===== src/pgtmr_pkg.sv =====
// Constants, register map and types of the dual programmable down timer
package pgtmr_pkg;

    // Clock and oscillator rates
    localparam int unsigned CLK_HZ      = 200_000_000;
    localparam int unsigned SLOW_OSC_HZ = 32_768;
    localparam int unsigned FAST_OSC_HZ = 4_000_000;
    localparam int unsigned FILT_HZ     = 2_048;
    localparam int unsigned SLOW_DIV    = CLK_HZ / SLOW_OSC_HZ;
    localparam int unsigned FAST_DIV    = CLK_HZ / FAST_OSC_HZ;
    localparam int unsigned FILT_DIV    = SLOW_OSC_HZ / FILT_HZ;

    // Register indices; byte address is four times the index
    localparam int          ADDR_W        = 18;
    localparam logic [15:0] REG_T0_MODE   = 16'hffc0;
    localparam logic [15:0] REG_OUT_SRC   = 16'hffc1;
    localparam logic [15:0] REG_T0_CTL    = 16'hffc2;
    localparam logic [15:0] REG_T1_CTL    = 16'hffc3;
    localparam logic [15:0] REG_T0_RLD_LO = 16'hffc4;
    localparam logic [15:0] REG_T0_RLD_HI = 16'hffc5;
    localparam logic [15:0] REG_T1_RLD_LO = 16'hffc6;
    localparam logic [15:0] REG_T1_RLD_HI = 16'hffc7;
    localparam logic [15:0] REG_T0_CNT_LO = 16'hffc8;
    localparam logic [15:0] REG_T0_CNT_HI = 16'hffc9;
    localparam logic [15:0] REG_T1_CNT_LO = 16'hffca;
    localparam logic [15:0] REG_T1_CNT_HI = 16'hffcb;
    localparam logic [15:0] REG_IRQ_EN    = 16'hffe2;
    localparam logic [15:0] REG_IRQ_PEND  = 16'hfff2;

    // Field positions
    localparam int EDGE_BIT     = 0;
    localparam int FILT_BIT     = 1;
    localparam int EVENT_BIT    = 2;
    localparam int SRC_T0_BIT   = 0;
    localparam int SRC_T1_BIT   = 1;
    localparam int WAVE_EN_BIT  = 2;
    localparam int WAVE_SEL_BIT = 3;
    localparam int RUN_BIT      = 0;
    localparam int PRELOAD_BIT  = 1;
    localparam int DIV_LSB      = 2;

    // Reset values
    localparam logic [3:0] RST_NIBBLE = 4'h0;
    localparam logic [7:0] RST_BYTE   = 8'h00;

    // Prescaler terminal counts (ratio minus one) for codes 00..11
    localparam logic [7:0] PRE_TC_1   = 8'h00;
    localparam logic [7:0] PRE_TC_4   = 8'h03;
    localparam logic [7:0] PRE_TC_32  = 8'h1f;
    localparam logic [7:0] PRE_TC_256 = 8'hff;

    typedef struct packed {
        logic [1:0] div;
        logic       src;
        logic       run;
    } pgtmr_ctl_t;

endpackage


===== src/pgtmr_top.sv =====
// Dual 8-bit programmable down timer with event counter, APB slave
`timescale 1ns/1ps
module pgtmr_top
#(
    parameter int unsigned SLOW_DIV = pgtmr_pkg::SLOW_DIV,
    parameter int unsigned FAST_DIV = pgtmr_pkg::FAST_DIV
)
(
    input  wire logic                        pclk,
    input  wire logic                        presetn,
    input  wire logic                        psel,
    input  wire logic                        penable,
    input  wire logic                        pwrite,
    input  wire logic [pgtmr_pkg::ADDR_W-1:0] paddr,
    input  wire logic [31:0]                 pwdata,
    output logic      [31:0]                 prdata,
    output logic                             pready,
    output logic                             pslverr,
    input  wire logic                        event_input_pin,
    output logic                             shared_out_pin,
    output logic                             timer_wave,
    output logic                             serial_clk_out,
    output logic                             irq_t0_req,
    output logic                             irq_t1_req
);

    // Control state
    pgtmr_pkg::pgtmr_ctl_t ctl [2];
    logic       event_mode_sel;
    logic       glitch_filter_en;
    logic       count_edge_sel;
    logic       wave_source_sel;
    logic       wave_out_en;
    logic [7:0] reload_value [2];
    logic [7:0] count [2];
    logic [3:0] hi_hold [2];
    logic [1:0] run_act;
    logic [1:0] irq_enable;
    logic [1:0] irq_pending;
    logic       serial_half;

    // Time bases and event path
    logic [15:0] slow_cnt;
    logic [15:0] fast_cnt;
    logic [3:0]  filt_cnt;
    logic        slow_tick;
    logic        fast_tick;
    logic        filt_tick;
    logic        evt_s;
    logic        evt_filt;
    logic [1:0]  evt_wait;
    logic        evt_lvl;
    logic        evt_prev;
    logic        evt_edge;

    logic [7:0] pre_cnt [2];
    logic [7:0] pre_tc  [2];
    logic [1:0] src_tick;
    logic [1:0] pre_tick;
    logic [1:0] in_tick;
    logic [1:0] uf;
    logic [1:0] preload_wr;

    // Bus decode
    logic        acc;
    logic        wr;
    logic        rd;
    logic [15:0] idx;
    logic        hit;
    logic [3:0]  wd;

    assign acc = psel && penable;
    // Refused accesses must neither write nor fire read side effects
    assign wr  = acc && pwrite && hit;
    assign rd  = acc && !pwrite && hit;
    assign idx = paddr[pgtmr_pkg::ADDR_W-1:2];
    assign wd  = pwdata[3:0];

    always_comb
    begin
        hit = (paddr[1:0] == 2'b00) &&
              (((idx >= pgtmr_pkg::REG_T0_MODE) && (idx <= pgtmr_pkg::REG_T1_CNT_HI)) ||
               (idx == pgtmr_pkg::REG_IRQ_EN) || (idx == pgtmr_pkg::REG_IRQ_PEND));
    end

    // Zero wait states; unmapped addresses answer with an error
    assign pready  = 1'b1;
    assign pslverr = acc && !hit;

    // Oscillator ticks derived from pclk; one-cycle enables keep one clock domain
    always_ff @(posedge pclk or negedge presetn)
    begin
        if (!presetn)
        begin
            slow_cnt <= 16'h0000;
            fast_cnt <= 16'h0000;
        end
        else
        begin
            slow_cnt <= slow_tick ? 16'h0000 : slow_cnt + 16'h0001;
            fast_cnt <= fast_tick ? 16'h0000 : fast_cnt + 16'h0001;
        end
    end
    assign slow_tick = (slow_cnt == 16'(SLOW_DIV - 1));
    assign fast_tick = (fast_cnt == 16'(FAST_DIV - 1));

    // 2048 Hz filter strobe taken from the slow oscillator
    always_ff @(posedge pclk or negedge presetn)
    begin
        if (!presetn)
            filt_cnt <= 4'h0;
        else if (slow_tick)
            filt_cnt <= filt_cnt + 4'h1;
    end
    assign filt_tick = slow_tick && (filt_cnt == 4'(pgtmr_pkg::FILT_DIV - 1));

    // Noise rejecter: a change must survive two filter strobes
    always_ff @(posedge pclk or negedge presetn)
    begin
        if (!presetn)
        begin
            evt_s    <= 1'b0;
            evt_filt <= 1'b0;
            evt_wait <= 2'b00;
        end
        else
        begin
            evt_s <= event_input_pin;
            if (evt_s == evt_filt)
                evt_wait <= 2'b00;
            else if (filt_tick && evt_wait == 2'b01)
            begin
                evt_filt <= evt_s;
                evt_wait <= 2'b00;
            end
            else if (filt_tick)
                evt_wait <= evt_wait + 2'b01;
        end
    end

    assign evt_lvl = glitch_filter_en ? evt_filt : evt_s;

    always_ff @(posedge pclk or negedge presetn)
    begin
        if (!presetn)
            evt_prev <= 1'b0;
        else
            evt_prev <= evt_lvl;
    end
    assign evt_edge = count_edge_sel ? (evt_lvl && !evt_prev) : (!evt_lvl && evt_prev);

    // Prescalers and input clock selection
    always_comb
    begin
        for (int i = 0; i < 2; i++)
        begin
            src_tick[i] = ctl[i].src ? fast_tick : slow_tick;
            case (ctl[i].div)
                2'b00:   pre_tc[i] = pgtmr_pkg::PRE_TC_1;
                2'b01:   pre_tc[i] = pgtmr_pkg::PRE_TC_4;
                2'b10:   pre_tc[i] = pgtmr_pkg::PRE_TC_32;
                default: pre_tc[i] = pgtmr_pkg::PRE_TC_256;
            endcase
            pre_tick[i]   = src_tick[i] && (pre_cnt[i] == pre_tc[i]);
            preload_wr[i] = wr && (idx == (i == 0 ? pgtmr_pkg::REG_T0_CTL : pgtmr_pkg::REG_T1_CTL))
                            && wd[pgtmr_pkg::PRELOAD_BIT];
        end
        // Event mode bypasses timer 0 prescaler entirely
        in_tick[0] = event_mode_sel ? evt_edge : pre_tick[0];
        in_tick[1] = pre_tick[1];
        for (int i = 0; i < 2; i++)
            uf[i] = in_tick[i] && run_act[i] && (count[i] == 8'h00) && !preload_wr[i];
    end

    // Prescaler runs while a start or stop is pending so the change can land
    always_ff @(posedge pclk or negedge presetn)
    begin
        if (!presetn)
        begin
            pre_cnt[0] <= pgtmr_pkg::RST_BYTE;
            pre_cnt[1] <= pgtmr_pkg::RST_BYTE;
        end
        else
        begin
            for (int i = 0; i < 2; i++)
            begin
                if (preload_wr[i] || !(ctl[i].run || run_act[i]))
                    pre_cnt[i] <= pgtmr_pkg::RST_BYTE;
                else if (pre_tick[i])
                    pre_cnt[i] <= pgtmr_pkg::RST_BYTE;
                else if (src_tick[i])
                    pre_cnt[i] <= pre_cnt[i] + 8'h01;
            end
        end
    end

    // Actual run state follows the run bit only at an input clock tick
    always_ff @(posedge pclk or negedge presetn)
    begin
        if (!presetn)
            run_act <= 2'b00;
        else
        begin
            for (int i = 0; i < 2; i++)
                if (in_tick[i])
                    run_act[i] <= ctl[i].run;
        end
    end

    // Down counters
    always_ff @(posedge pclk or negedge presetn)
    begin
        if (!presetn)
        begin
            count[0] <= pgtmr_pkg::RST_BYTE;
            count[1] <= pgtmr_pkg::RST_BYTE;
        end
        else
        begin
            for (int i = 0; i < 2; i++)
            begin
                if (preload_wr[i])
                    count[i] <= reload_value[i];
                else if (uf[i])
                    count[i] <= reload_value[i];
                else if (in_tick[i] && run_act[i])
                    count[i] <= count[i] - 8'h01;
            end
        end
    end

    // Register writes; count registers have no write path
    always_ff @(posedge pclk or negedge presetn)
    begin
        if (!presetn)
        begin
            event_mode_sel   <= 1'b0;
            glitch_filter_en <= 1'b0;
            count_edge_sel   <= 1'b0;
            wave_source_sel  <= 1'b0;
            wave_out_en      <= 1'b0;
            ctl[0]           <= '0;
            ctl[1]           <= '0;
            reload_value[0]  <= pgtmr_pkg::RST_BYTE;
            reload_value[1]  <= pgtmr_pkg::RST_BYTE;
            irq_enable       <= 2'b00;
        end
        else if (wr)
        begin
            case (idx)
                pgtmr_pkg::REG_T0_MODE:
                begin
                    event_mode_sel   <= wd[pgtmr_pkg::EVENT_BIT];
                    glitch_filter_en <= wd[pgtmr_pkg::FILT_BIT];
                    count_edge_sel   <= wd[pgtmr_pkg::EDGE_BIT];
                end
                pgtmr_pkg::REG_OUT_SRC:
                begin
                    wave_source_sel <= wd[pgtmr_pkg::WAVE_SEL_BIT];
                    wave_out_en     <= wd[pgtmr_pkg::WAVE_EN_BIT];
                    ctl[0].src      <= wd[pgtmr_pkg::SRC_T0_BIT];
                    ctl[1].src      <= wd[pgtmr_pkg::SRC_T1_BIT];
                end
                pgtmr_pkg::REG_T0_CTL:
                begin
                    ctl[0].div <= wd[pgtmr_pkg::DIV_LSB +: 2];
                    ctl[0].run <= wd[pgtmr_pkg::RUN_BIT];
                end
                pgtmr_pkg::REG_T1_CTL:
                begin
                    ctl[1].div <= wd[pgtmr_pkg::DIV_LSB +: 2];
                    ctl[1].run <= wd[pgtmr_pkg::RUN_BIT];
                end
                pgtmr_pkg::REG_T0_RLD_LO: reload_value[0][3:0] <= wd;
                pgtmr_pkg::REG_T0_RLD_HI: reload_value[0][7:4] <= wd;
                pgtmr_pkg::REG_T1_RLD_LO: reload_value[1][3:0] <= wd;
                pgtmr_pkg::REG_T1_RLD_HI: reload_value[1][7:4] <= wd;
                pgtmr_pkg::REG_IRQ_EN:    irq_enable <= wd[1:0];
                default: ;
            endcase
        end
    end

    // Low nibble read freezes the high nibble for a coherent pair
    always_ff @(posedge pclk or negedge presetn)
    begin
        if (!presetn)
        begin
            hi_hold[0] <= pgtmr_pkg::RST_NIBBLE;
            hi_hold[1] <= pgtmr_pkg::RST_NIBBLE;
        end
        else if (rd && idx == pgtmr_pkg::REG_T0_CNT_LO)
            hi_hold[0] <= count[0][7:4];
        else if (rd && idx == pgtmr_pkg::REG_T1_CNT_LO)
            hi_hold[1] <= count[1][7:4];
    end

    // Pending flags: an underflow in the clearing cycle wins
    always_ff @(posedge pclk or negedge presetn)
    begin
        if (!presetn)
            irq_pending <= 2'b00;
        else if (wr && idx == pgtmr_pkg::REG_IRQ_PEND)
            irq_pending <= (irq_pending & ~wd[1:0]) | uf;
        else
            irq_pending <= irq_pending | uf;
    end

    assign irq_t0_req = irq_pending[0] && irq_enable[0];
    assign irq_t1_req = irq_pending[1] && irq_enable[1];

    // Wave and serial clock: halved underflow rate
    always_ff @(posedge pclk or negedge presetn)
    begin
        if (!presetn)
        begin
            timer_wave  <= 1'b0;
            serial_half <= 1'b0;
        end
        else
        begin
            if (wave_source_sel ? uf[1] : uf[0])
                timer_wave <= !timer_wave;
            if (uf[1])
                serial_half <= !serial_half;
        end
    end

    assign serial_clk_out = serial_half && run_act[1];
    // Enable gates the wave directly, so toggling it may clip a half cycle
    assign shared_out_pin = wave_out_en ? timer_wave : 1'b1;

    // Read data; reserved bits read zero
    always_comb
    begin
        prdata = 32'h0000_0000;
        if (rd)
        begin
            case (idx)
                pgtmr_pkg::REG_T0_MODE:
                    prdata[2:0] = {event_mode_sel, glitch_filter_en, count_edge_sel};
                pgtmr_pkg::REG_OUT_SRC:
                    prdata[3:0] = {wave_source_sel, wave_out_en, ctl[1].src, ctl[0].src};
                pgtmr_pkg::REG_T0_CTL:
                    prdata[3:0] = {ctl[0].div, 1'b0, ctl[0].run || run_act[0]};
                pgtmr_pkg::REG_T1_CTL:
                    prdata[3:0] = {ctl[1].div, 1'b0, ctl[1].run || run_act[1]};
                pgtmr_pkg::REG_T0_RLD_LO: prdata[3:0] = reload_value[0][3:0];
                pgtmr_pkg::REG_T0_RLD_HI: prdata[3:0] = reload_value[0][7:4];
                pgtmr_pkg::REG_T1_RLD_LO: prdata[3:0] = reload_value[1][3:0];
                pgtmr_pkg::REG_T1_RLD_HI: prdata[3:0] = reload_value[1][7:4];
                pgtmr_pkg::REG_T0_CNT_LO: prdata[3:0] = count[0][3:0];
                pgtmr_pkg::REG_T0_CNT_HI: prdata[3:0] = hi_hold[0];
                pgtmr_pkg::REG_T1_CNT_LO: prdata[3:0] = count[1][3:0];
                pgtmr_pkg::REG_T1_CNT_HI: prdata[3:0] = hi_hold[1];
                pgtmr_pkg::REG_IRQ_EN:    prdata[1:0] = irq_enable;
                pgtmr_pkg::REG_IRQ_PEND:  prdata[1:0] = irq_pending;
                default:                  prdata = 32'h0000_0000;
            endcase
        end
    end

    // Checks
    a_uf_reloads: assert property (@(posedge pclk) disable iff (!presetn)
        uf[1] |=> count[1] == $past(reload_value[1]))
        else $error("timer 1 did not reload on underflow");

    a_uf_sets_flag: assert property (@(posedge pclk) disable iff (!presetn)
        uf[0] |=> irq_pending[0])
        else $error("underflow did not set pending flag");

    a_irq_masked: assert property (@(posedge pclk) disable iff (!presetn)
        !irq_enable[1] |-> !irq_t1_req)
        else $error("masked interrupt reached request");

    a_pin_idle_high: assert property (@(posedge pclk) disable iff (!presetn)
        !wave_out_en |-> shared_out_pin)
        else $error("shared pin not high while wave disabled");

    a_wave_toggle: assert property (@(posedge pclk) disable iff (!presetn)
        (!wave_source_sel && uf[0]) |=> timer_wave != $past(timer_wave))
        else $error("wave did not toggle on selected underflow");

    a_wave_steady: assert property (@(posedge pclk) disable iff (!presetn)
        !uf[0] && !uf[1] |=> $stable(timer_wave))
        else $error("wave changed without underflow");

    a_preload: assert property (@(posedge pclk) disable iff (!presetn)
        preload_wr[0] |=> count[0] == $past(reload_value[0]))
        else $error("preload did not load counter");

    a_stopped_hold: assert property (@(posedge pclk) disable iff (!presetn)
        (!run_act[1] && !preload_wr[1]) |=> $stable(count[1]))
        else $error("stopped counter changed");

    a_run_change: assert property (@(posedge pclk) disable iff (!presetn)
        !in_tick[0] |=> $stable(run_act[0]))
        else $error("run state changed between input ticks");

    a_hi_latch: assert property (@(posedge pclk) disable iff (!presetn)
        (rd && idx == pgtmr_pkg::REG_T1_CNT_LO) |=> hi_hold[1] == $past(count[1][7:4]))
        else $error("high nibble not latched on low read");

endmodule


===== config.mk =====
export PLATFORM = sky130hd
export DESIGN_NAME = pgtmr_top
export DESIGN_NICKNAME = d
export VERILOG_FILES = /design/src/pgtmr_pkg.sv /design/src/pgtmr_top.sv
export SDC_FILE = /design/constraint.sdc
export NUM_CORES = 1
export LEC_CHECK = 0
export BUFFER_PORTS_ARGS = -buffer_cell sky130_fd_sc_hd__buf_2
export CAP_MARGIN = 30
export CORE_MARGIN = 10
export CORE_UTILIZATION = 51
export CTS_CLUSTER_DIAMETER = 120
export CTS_CLUSTER_SIZE = 20
export DETAILED_ROUTE_END_ITERATION = 8
export PLACE_DENSITY = 0.73
export SETUP_SLACK_MARGIN = 0.5
export SLEW_MARGIN = 40
export SYNTH_ARGS = -nofsm -noshare
export SYNTH_HDL_FRONTEND = slang
export SYNTH_SLANG_ARGS = --single-unit

===== constraint.sdc =====
create_clock -name pclk -period 2.5 [get_ports pclk]
set_input_delay 0.375 -clock pclk [delete_from_list [all_inputs] [get_ports pclk]]
set_output_delay 0.375 -clock pclk [all_outputs]
set_load 0.05 [all_outputs]

==> out/metrics.yaml, run 1 <==
worst_setup_path:
  crit_type: "flop to flop"
  arrival_ns: 2.84
  required_ns: 2.79
  start_kind: "flop"
  cp_max_fo: 12
  startpoint: "slow_cnt[0]"
  r2r_cells: 9
  r2r_start: "slow_cnt[0]"
  critPathCaptureType: "flop"
drt:
  routed_via_density: 5.83
  drt_iter0_drc: 488
  wl_per_cell_um: 19.9
  dr.pass1.iters: 5
  route.detailed.drc: 0
  dr_total_vias: 5844
  routed_wl_um: 19900
  ant_nets: 0
clocking:
  cts_buffers: 17
  tritoncts: "yes"
  clock_latency_ns: 0.41
  root_buffer: "clkbuf_16"
  cts_buffer_depth: 2
  cts_sinks: 118
  clkTransAtPathRegs_ns: 0.06
  htreeDepth: 4
place:
  place_ws_ns: -0.124
  dp_cells: 920
  port_buffers: 37
  dp_hpwl_um: 12500
  routabilityCongestion: 0.884
layout:
  nets: 882
  drive_gt1_frac: 0.429
  area_growth_syn_to_layout_pct: 41.4
  instances_no_fill: 1002
  post-route-util: 0.741
  n_antenna_cell: 0
grt:
  grt_pass1_wl_um: 30100
  gr-total-overflow: 0
  grt_start_max_net_pins: 64
  antenna_found_initial: 1
  first_global_vias: 6015
  grt_usage: 0.205
sta:
  slew_violations: 0
  post-route-min-period_ns: 2.55
  setup_viol_count_final: 6
  post-route-period-util: 1.02
  hold_viol: 0
  fin_hold_ws_ns: 0.0703
  clock-skew-final_ns: 0.00618
  max_slew_margin: 0.653
  worst_slack_ns: -0.0535
  worst_slew_pin_slew_ns: 0.520
  setup-tns-final_ns: -0.225
  fmaxAchievable_mhz: 392
  rsz0062_at_grt: "true"
synth:
  synth_edf_count: 0
  ys_top_cells_by_area: "dfrtp_1 (44%), mux2_2 (8.1%), nand2_1 (3.4%), nor2_1 (3.3%), buf_4 (3.3%)"
  synth-main-ff-cell: "dfrtp_1"
  avgSynthCellArea_um2: 10.1
  ys_seq_elements: 118
  yosys.area.top_type: "dfrtp_1"
  ys_warn_count: 0
  ys_types: 74
  syn_inst: 660
  seq_area_frac_synth: 0.443
  async_flop_share: 1.00
  synthTopCellsByCount: "dfrtp_1 (118), nand2_1 (61), nor2_1 (59)"
  synth_top_area_share: 0.443
  syn_area_um2: 6670
  synth.most_common_cell: "dfrtp_1"
floorplan:
  die-area_um2: 18000
  die_y_um: 134
  start_util: 0.524
  core_area_um2: 12700
  die_x_um: 134
  num_io_pins: 95
  rows: 41
pwr:
  ir_drop_mv: 0.430
  power_density_nw_per_um2: 508
  leakage_nw: 4.37
flow_run:
  cap_violations: 0
worst_hold_path:
  hold_class: "input pin to flop"
  hold-path-cell-count: 1
  min-delay-start: "event_input_pin"
run_status:
  status: "finished with violations"
  violations: "negative setup slack"
stage by stage:
step	area, µm²	power (mW)
3_3_place_gp	7620	2.22
4_1_cts	8880	4.80
6_report	9430	4.79
5_1_grt	9430	4.93
3_5_place_dp	7620	2.22
2_1_floorplan	7040	2.15
logic make-up (layout without fill, tap and decap cells):
logic type	count (synthesis)	in the layout	share of synthesized area
DFF	118	118	0.443
other	2	29	0.00113
AOI/OAI and AO/OA	95	95	0.0985
and+or+nand+nor	264	264	0.216
buffers and inverters	64	207	0.0557
adders and majority gates	9	9	0.0169
muxes	67	67	0.115
xor gates and xnor gates	41	41	0.0538
routing by layer:
metal / global-route usage / vias to the layer above / part of all wire
met4: 0.112 / 2 / 0.038
met5: 0 / - / 0.00065
li1: - / 2653 / -
met3: 0.0519 / 68 / 0.060
met1: 0.230 / 2895 / 0.39
met2: 0.348 / 226 / 0.51
critical path, stage by stage (launching register included):
cell      delay [ns]
dfrtp_1         0.39
inv_1           0.07
ha_2            0.17
nand2b_1        0.07
or4b_1          0.47
o31a_1          0.31
o31ai_4         0.25
a41o_4          0.37
mux2i_1         0.24
a22oi_2         0.10
power breakdown:
part           total [mW]  leakage, nW  switching (mW)  internal [mW]
sequential           1.92         1.57         0.00117           1.91
combinational       0.303         2.49           0.228         0.0746
clock                2.57        0.307           0.830           1.74
placed cells by master (no fill, tap or decap), drive strengths merged, types with 20 or more instances in the layout:
cell / count
buf: 153
dfrtp: 118
nand2: 61
nor2: 59
mux2: 49
nand3: 30
o21ai: 30
conb: 29
xnor2: 24
clkbuf: 24
inv: 20
nor3: 20
path summary, 6_finish.rpt:
path,endpoint,slack [ns]
max in group asynchronous,reload_value[6],1.35
setup reg to reg,count[13],-0.05
setup / recovery,count[13],-0.05
hold reg to reg,timer_wave,0.48
hold / removal,evt_s,0.07
min in group asynchronous,filt_cnt[0],0.42
timing repair:
item                                   4_1_cts  5_1_grt
setup buffers                               27       22
endpoints found under the hold margin       24        0
cloned                                       0        0
resized for setup                          102       96
setup endpoints to repair                   55       82
pin swaps                                   40       29
hold buffers                                 1        0
cell type report:
cell class	instances	area, µm²
multi-input cells	505	4270
fillers	822	3290
flip-flops and latches	118	2950
repair buffers	155	1290
clock buffers	23	478
well taps	172	215
clock inverters	9	148
inverters	20	75.1
flip-flops by register name (all words and copies together), names as in the netlist, 4 cells and up:
name / count
count: 16
ctl: 8
fast_cnt: 16
filt_cnt: 4
hi_hold: 8
pre_cnt: 16
reload_value: 16
slow_cnt: 16
Note: power is estimated with default switching activity, not from simulation.
==> run 2: changes to the inputs <==
--- a/config.mk
+++ b/config.mk
@@ -14,6 +14,7 @@
 export DETAILED_ROUTE_END_ITERATION = 8
 export PLACE_DENSITY = 0.73
 export SETUP_SLACK_MARGIN = 0.5
+export SKIP_CTS_REPAIR_TIMING = 1
 export SLEW_MARGIN = 40
 export SYNTH_ARGS = -nofsm -noshare
 export SYNTH_HDL_FRONTEND = slang
==> out/metrics.yaml, run 2 (same netlist as run 1, synthesis figures left out) <==
run_status:
  status: "finished with violations"  # unchanged
  violations: "negative setup slack"  # unchanged
layout:
  nets: 866  # was 882
  fillers: 854  # was 822
  drive_gt1_frac: 0.398  # was 0.429
  fin_area_um2: 9200  # was 9430 µm²
  area_growth_syn_to_layout_pct: 37.9  # was 41.4%
  layout_common_cells: "dfrtp_1 (117), buf_4 (68), nand2_1 (56)"  # was dfrtp_1 (118), buf_4 (82), nand2_1 (52)
  final_common_cell: "dfrtp_1"  # unchanged
  n_antenna_cell: 0  # unchanged
worst_setup_path:
  slowest_stage: "or4b_1"  # unchanged
  r2r_slack_ns: -0.03  # was -0.05 ns
  rr_endpoint: "timer_wave"  # was count[13]
  critical_path.max_stage_delay_ns: 0.46  # was 0.47 ns
  cp_max_fo: 7  # was 12
  cp_cell_sequence: "inv_1, ha_2, nand2b_1, or4b_1, o31a_1, o31ai_4, buf_6, nor4b_4, a41oi_2, xnor2_1"  # was inv_1, ha_2, nand2b_1, or4b_1, o31a_1, o31ai_4, a41o_4, mux2i_1, a22oi_2
  start_kind: "flop"  # unchanged
  r2r_cells: 10  # was 9
  required_ns: 2.79  # about the same
  arrival_ns: 2.83  # was 2.84 ns
  r2r_start: "slow_cnt[0]"  # unchanged
  crit_type: "flop to flop"  # unchanged
  critPathCaptureType: "flop"  # unchanged
drt:
  ant_nets: 0  # unchanged
  wl_per_cell_um: 19.3  # was 19.9 µm
  dr_total_vias: 5703  # was 5844
  dr.pass1.iters: 5  # unchanged
  routed_via_density: 5.78  # was 5.83
  routed_wl_um: 19000  # was 19900 µm
  route.detailed.drc: 0  # unchanged
  drt_iter0_drc: 372  # was 488
sta:
  setup_viol_count_final: 5  # was 6
  slew_violations: 0  # unchanged
  clock-skew-final_ns: 0.00724  # was 0.00618 ns
  fmaxAchievable_mhz: 395  # was 392 MHz
  hold_viol: 0  # unchanged
  rsz0062_at_grt: "true"  # unchanged
  post-route-period-util: 1.01  # was 1.02
  worst_slack_ns: -0.0342  # was -0.0535 ns
  post-route-min-period_ns: 2.53  # was 2.55 ns
grt:
  gr-total-overflow: 0  # unchanged
  grt_pass1_wl_um: 27600  # was 30100 µm
  globalRouteMet3Util: 0.0538  # was 0.0519
  grt_usage: 0.188  # was 0.205
  first_global_vias: 5640  # was 6015
  top_usage_layer: "met2"  # unchanged
  grt_use_met2: 0.315  # was 0.348
  use_met1: 0.217  # was 0.230
  antenna_found_initial: 1  # unchanged
  grt_start_max_net_pins: 64  # unchanged
worst_hold_path:
  min-delay-start: "event_input_pin"  # unchanged
  hold-path-cell-count: 1  # unchanged
  hold-path-endpoint: "evt_s"  # unchanged
  hold_class: "input pin to flop"  # unchanged
place:
  placed_cell_area_um2: 7620  # unchanged
  place_ws_ns: -0.124  # unchanged
  port_buffers: 37  # unchanged
  dp_hpwl_um: 12500  # unchanged
  routabilityCongestion: 0.884  # unchanged
floorplan:
  start_util: 0.524  # unchanged
  core_area_um2: 12700  # unchanged
  die_y_um: 134  # unchanged
  rows: 41  # unchanged
  num_io_pins: 95  # unchanged
  die-area_um2: 18000  # unchanged
  die_x_um: 134  # unchanged
pwr:
  power_density_nw_per_um2: 520  # was 508 nW/µm²
  leakage_nw: 4.25  # was 4.37 nW
  ir_drop_mv: 0.440  # was 0.430 mV
clocking:
  clkTransAtPathRegs_ns: 0.06  # about the same
  cts_sinks: 118  # unchanged
  htreeDepth: 4  # unchanged
  root_buffer: "clkbuf_16"  # unchanged
  clock_latency_ns: 0.41  # about the same
  tritoncts: "yes"  # unchanged
  cts_buffer_depth: 2  # unchanged
  cts_buffers: 17  # unchanged
flow_run:
  cap_violations: 0  # unchanged
-- run 2: changes by cell type in the layout (fill, tap and decap cells not counted), moves of 3 or more --
cell	delta
o21ai_1	-3
mux2_4	-7
nor2_2	-5
buf_2	-8
nor2_4	-5
a22oi_2	+3
nor2_1	+10
a22oi_1	-3
nand2_2	-3
buf_6	+5
buf_4	-14
mux2_2	+7
nand2_1	+4
-- run 2: worst max path at each step --
stage                      startpoint          end  slack [ns]  cells after the start
after floorplan           fast_cnt[0]   pre_cnt[7]       -0.08                     11
after global placement       paddr[5]  pre_cnt[15]       -0.12                      8
after detailed placement     paddr[5]  pre_cnt[15]       -0.12                      8
after CTS                    paddr[5]    prdata[2]       -0.11                     10
after global routing      slow_cnt[0]   timer_wave       -0.12                     10
final                     slow_cnt[0]   timer_wave       -0.03                     10
-- run 2: layer usage --
layer | vias to the layer above | routed length, µm
met5 | - | 13
met4 | 2 | 590
met3 | 49 | 1230
met2 | 214 | 9760
met1 | 2828 | 7450
li1 | 2610 | -
-- run 2: cell type report --
type / instances / area (µm²) / area share
Tap cell: 172 / 215 / 0.0234
Clock inverter: 9 / 148 / 0.0161
Timing Repair Buffer: 138 / 1190 / 0.129
Inverter: 20 / 75.1 / 0.00816
Multi-Input combinational cell: 506 / 4140 / 0.450
Clock buffer: 23 / 478 / 0.0520
Sequential cell: 118 / 2950 / 0.321
-- run 2: report_power, final --
group	switching (mW)	internal (mW)	total [mW]
clock network	0.826	1.74	2.57
logic	0.223	0.0772	0.300
registers	0.00127	1.91	1.92
-- run 2: worst max-delay path, delay by kind of cell (launching register included) --
family,cells,cell delay (ns)
simple gates,3,0.80
compound gates,3,0.66
flops,1,0.38
buf+inv,2,0.25
fa+ha+maj,1,0.17
xor+xnor,1,0.16
-- run 2: stage by stage --
stage	cells	setup TNS, ns	total power, mW	hold slack, ns	utilization
after CTS	952	-0.692	4.78	-0.122	0.648
final	986	-0.105	4.78	0.0702	0.723
after detailed placement	920	-0.845	2.22	0.310	0.599
after global placement	920	-0.343	2.22	0.308	0.599
after floorplan	687	-0.219	2.15	0.0794	-
after global routing	986	-1.19	4.92	0.0701	0.723
==> run 3: changes to the inputs <==
--- a/config.mk
+++ b/config.mk
@@ -8,13 +8,12 @@
 export BUFFER_PORTS_ARGS = -buffer_cell sky130_fd_sc_hd__buf_2
 export CAP_MARGIN = 30
 export CORE_MARGIN = 10
-export CORE_UTILIZATION = 51
+export CORE_UTILIZATION = 35
 export CTS_CLUSTER_DIAMETER = 120
 export CTS_CLUSTER_SIZE = 20
 export DETAILED_ROUTE_END_ITERATION = 8
-export PLACE_DENSITY = 0.73
+export PLACE_DENSITY = 0.53
 export SETUP_SLACK_MARGIN = 0.5
-export SKIP_CTS_REPAIR_TIMING = 1
 export SLEW_MARGIN = 40
 export SYNTH_ARGS = -nofsm -noshare
 export SYNTH_HDL_FRONTEND = slang
==> out/metrics.yaml, run 3 (same netlist as run 1, synthesis figures left out) <==
sta:
  worst_slew_pin_slew_ns: 0.511
  hold_viol: 0  # unchanged
  rsz0062_at_grt: "true"  # unchanged
  max_slew_margin: 0.656
  slew_violations: 0  # unchanged
  setup-tns-final_ns: -0.186  # was -0.105 ns
  fmaxAchievable_mhz: 386  # was 395 MHz
  post-route-period-util: 1.04  # was 1.01
  clock-skew-final_ns: 0.00638  # was 0.00724 ns
  fin_hold_ws_ns: 0.0679  # was 0.0702 ns
  setup_viol_count_final: 7  # was 5
  worst_slack_ns: -0.0894  # was -0.0342 ns
  post-route-min-period_ns: 2.59  # was 2.53 ns
layout:
  layout_common_cells: "dfrtp_1 (117), buf_4 (89), nand2_1 (50)"  # was dfrtp_1 (117), buf_4 (68), nand2_1 (56)
  fillers: 1646  # was 854
  fin_area_um2: 9490  # was 9200 µm²
  instances_no_fill: 1065  # was 986
  post-route-util: 0.507  # was 0.723
  drive_gt1_frac: 0.424  # was 0.398
  area_growth_syn_to_layout_pct: 42.3  # was 37.9%
  nets: 886  # was 866
  final_common_cell: "dfrtp_1"  # unchanged
grt:
  gr-total-overflow: 0  # unchanged
  grt_start_max_net_pins: 44  # was 64
  first_global_vias: 5735  # was 5640
  grt_pass1_wl_um: 29300  # was 27600 µm
  antenna_found_initial: 1  # unchanged
  grt_usage: 0.147  # was 0.188
floorplan:
  core_area_um2: 18700  # was 12700 µm²
  die-area_um2: 25000  # was 18000 µm²
  num_io_pins: 95  # unchanged
  rows: 50  # was 41
  die_y_um: 158  # was 134 µm
  die_x_um: 158  # was 134 µm
  start_util: 0.357  # was 0.524
clocking:
  root_buffer: "clkbuf_16"  # unchanged
  htreeDepth: 4  # unchanged
  clkTransAtPathRegs_ns: 0.05  # was 0.06 ns
  cts_sinks: 118  # unchanged
  tritoncts: "yes"  # unchanged
  cts_buffer_depth: 2  # unchanged
  clock_latency_ns: 0.41  # about the same
  cts_buffers: 17  # unchanged
worst_setup_path:
  start_kind: "input pin"  # was flop
  arrival_ns: 2.21  # was 2.83 ns
  cp_max_fo: 4  # was 7
  required_ns: 2.12  # was 2.79 ns
  critPathCaptureType: "primary output"  # was flop
  crit_type: "input pin to primary output"  # was flop to flop
pwr:
  total_power_mw: 4.54  # was 4.78 mW
  power_density_nw_per_um2: 478  # was 520 nW/µm²
  p_int_mw: 3.51  # was 3.73 mW
  pwr-share-clk: 0.509  # was 0.537
  p_sw_frac: 0.226  # was 0.220
  seqPwrFrac: 0.422  # was 0.401
  ir_drop_mv: 0.456  # was 0.440 mV
  leakage_nw: 4.36  # was 4.25 nW
  power_frac_comb: 0.069  # was 0.063
  p_switching_mw: 1.03  # was 1.05 mW
place:
  place_ws_ns: -0.120  # was -0.124 ns
  port_buffers: 37  # unchanged
  placed_cell_area_um2: 7820  # was 7620 µm²
  dp_cells: 997  # was 920
  dp_hpwl_um: 13300  # was 12500 µm
  routabilityCongestion: 0.916  # was 0.884
worst_hold_path:
  hold_class: "input pin to flop"  # unchanged
drt:
  dr.pass1.iters: 4  # was 5
  drt_iter0_drc: 253  # was 372
  wl_per_cell_um: 17.1  # was 19.3 µm
  route.detailed.drc: 0  # unchanged
  dr_total_vias: 5584  # was 5703
  routed_via_density: 5.24  # was 5.78
  ant_nets: 0  # unchanged
  routed_wl_um: 18200  # was 19000 µm
run_status:
  status: "finished with violations"  # unchanged
  violations: "negative setup slack"  # unchanged
flow_run:
  cap_violations: 0  # unchanged
[run 3: changes by cell type in the layout (fill, tap and decap cells not counted), sizes merged]
cell	change
clkinv	-1
bufinv	-2
clkbuf	-2
buf	+22
clkinvlp	-1
diode	+1
[run 3: power groups by stage]
stage / Clock, mW / Combinational [mW] / Sequential, mW
2_1_floorplan: 0 / 0.201 / 1.95
3_3_place_gp: 0 / 0.277 / 1.95
3_5_place_dp: 0 / 0.284 / 1.95
4_1_cts: 2.36 / 0.296 / 1.92
5_1_grt: 2.44 / 0.337 / 1.91
6_report: 2.31 / 0.314 / 1.92
[run 3: final timing paths]
path	start	to	slack, ns	cells after the start
min	event_input_pin	evt_s	0.07	1
min reg2reg	filt_cnt[3]	filt_cnt[3]	0.48	1
max reg2reg	slow_cnt[0]	count[15]	-0.03	10
max	paddr[5]	prdata[2]	-0.09	10
max in group asynchronous	presetn	count[4]	1.30	4
min in group asynchronous	presetn	slow_cnt[1]	0.40	2
[run 3: final cells by class]
class	instances	area [µm²]	share of cell area
diodes	1	2.50	0.000264
clock buffers	23	478	0.0504
clock inverters	5	75.1	0.00791
inverters	20	75.1	0.00791
multi-input cells	506	4260	0.449
flip-flops and latches	118	2950	0.311
well taps	234	293	0.0309
repair buffers	158	1350	0.142
[run 3: worst max-delay path, cell delays in order]
cell and delay (ns):
buf_6 0.09, or4_4 0.55, nor4_4 0.22, buf_4 0.18, nand2_2 0.05, nor2_1 0.10, a31oi_1 0.05, o221a_2 0.33
nor2_4 0.12, buf_8 0.15
[run 3: timing repair]
| item | 4_1_cts | 5_1_grt |
|---|---|---|
| gates resized for setup | 116 | 79 |
| cloned | 1 | 0 |
| hold buffers | 1 | 0 |
| buffers inserted | 16 | 21 |
| endpoints found under the hold margin | 21 | 0 |
| setup endpoints to repair | 50 | 76 |
| pin swaps | 41 | 44 |
[run 3: layer usage]
metal,share of wire,up-vias,track usage
li1,-,2652,-
met1,0.43,2801,0.179
met2,0.50,104,0.251
met3,0.051,27,0.0318
met4,0.020,0,0.0529
met5,0,-,0
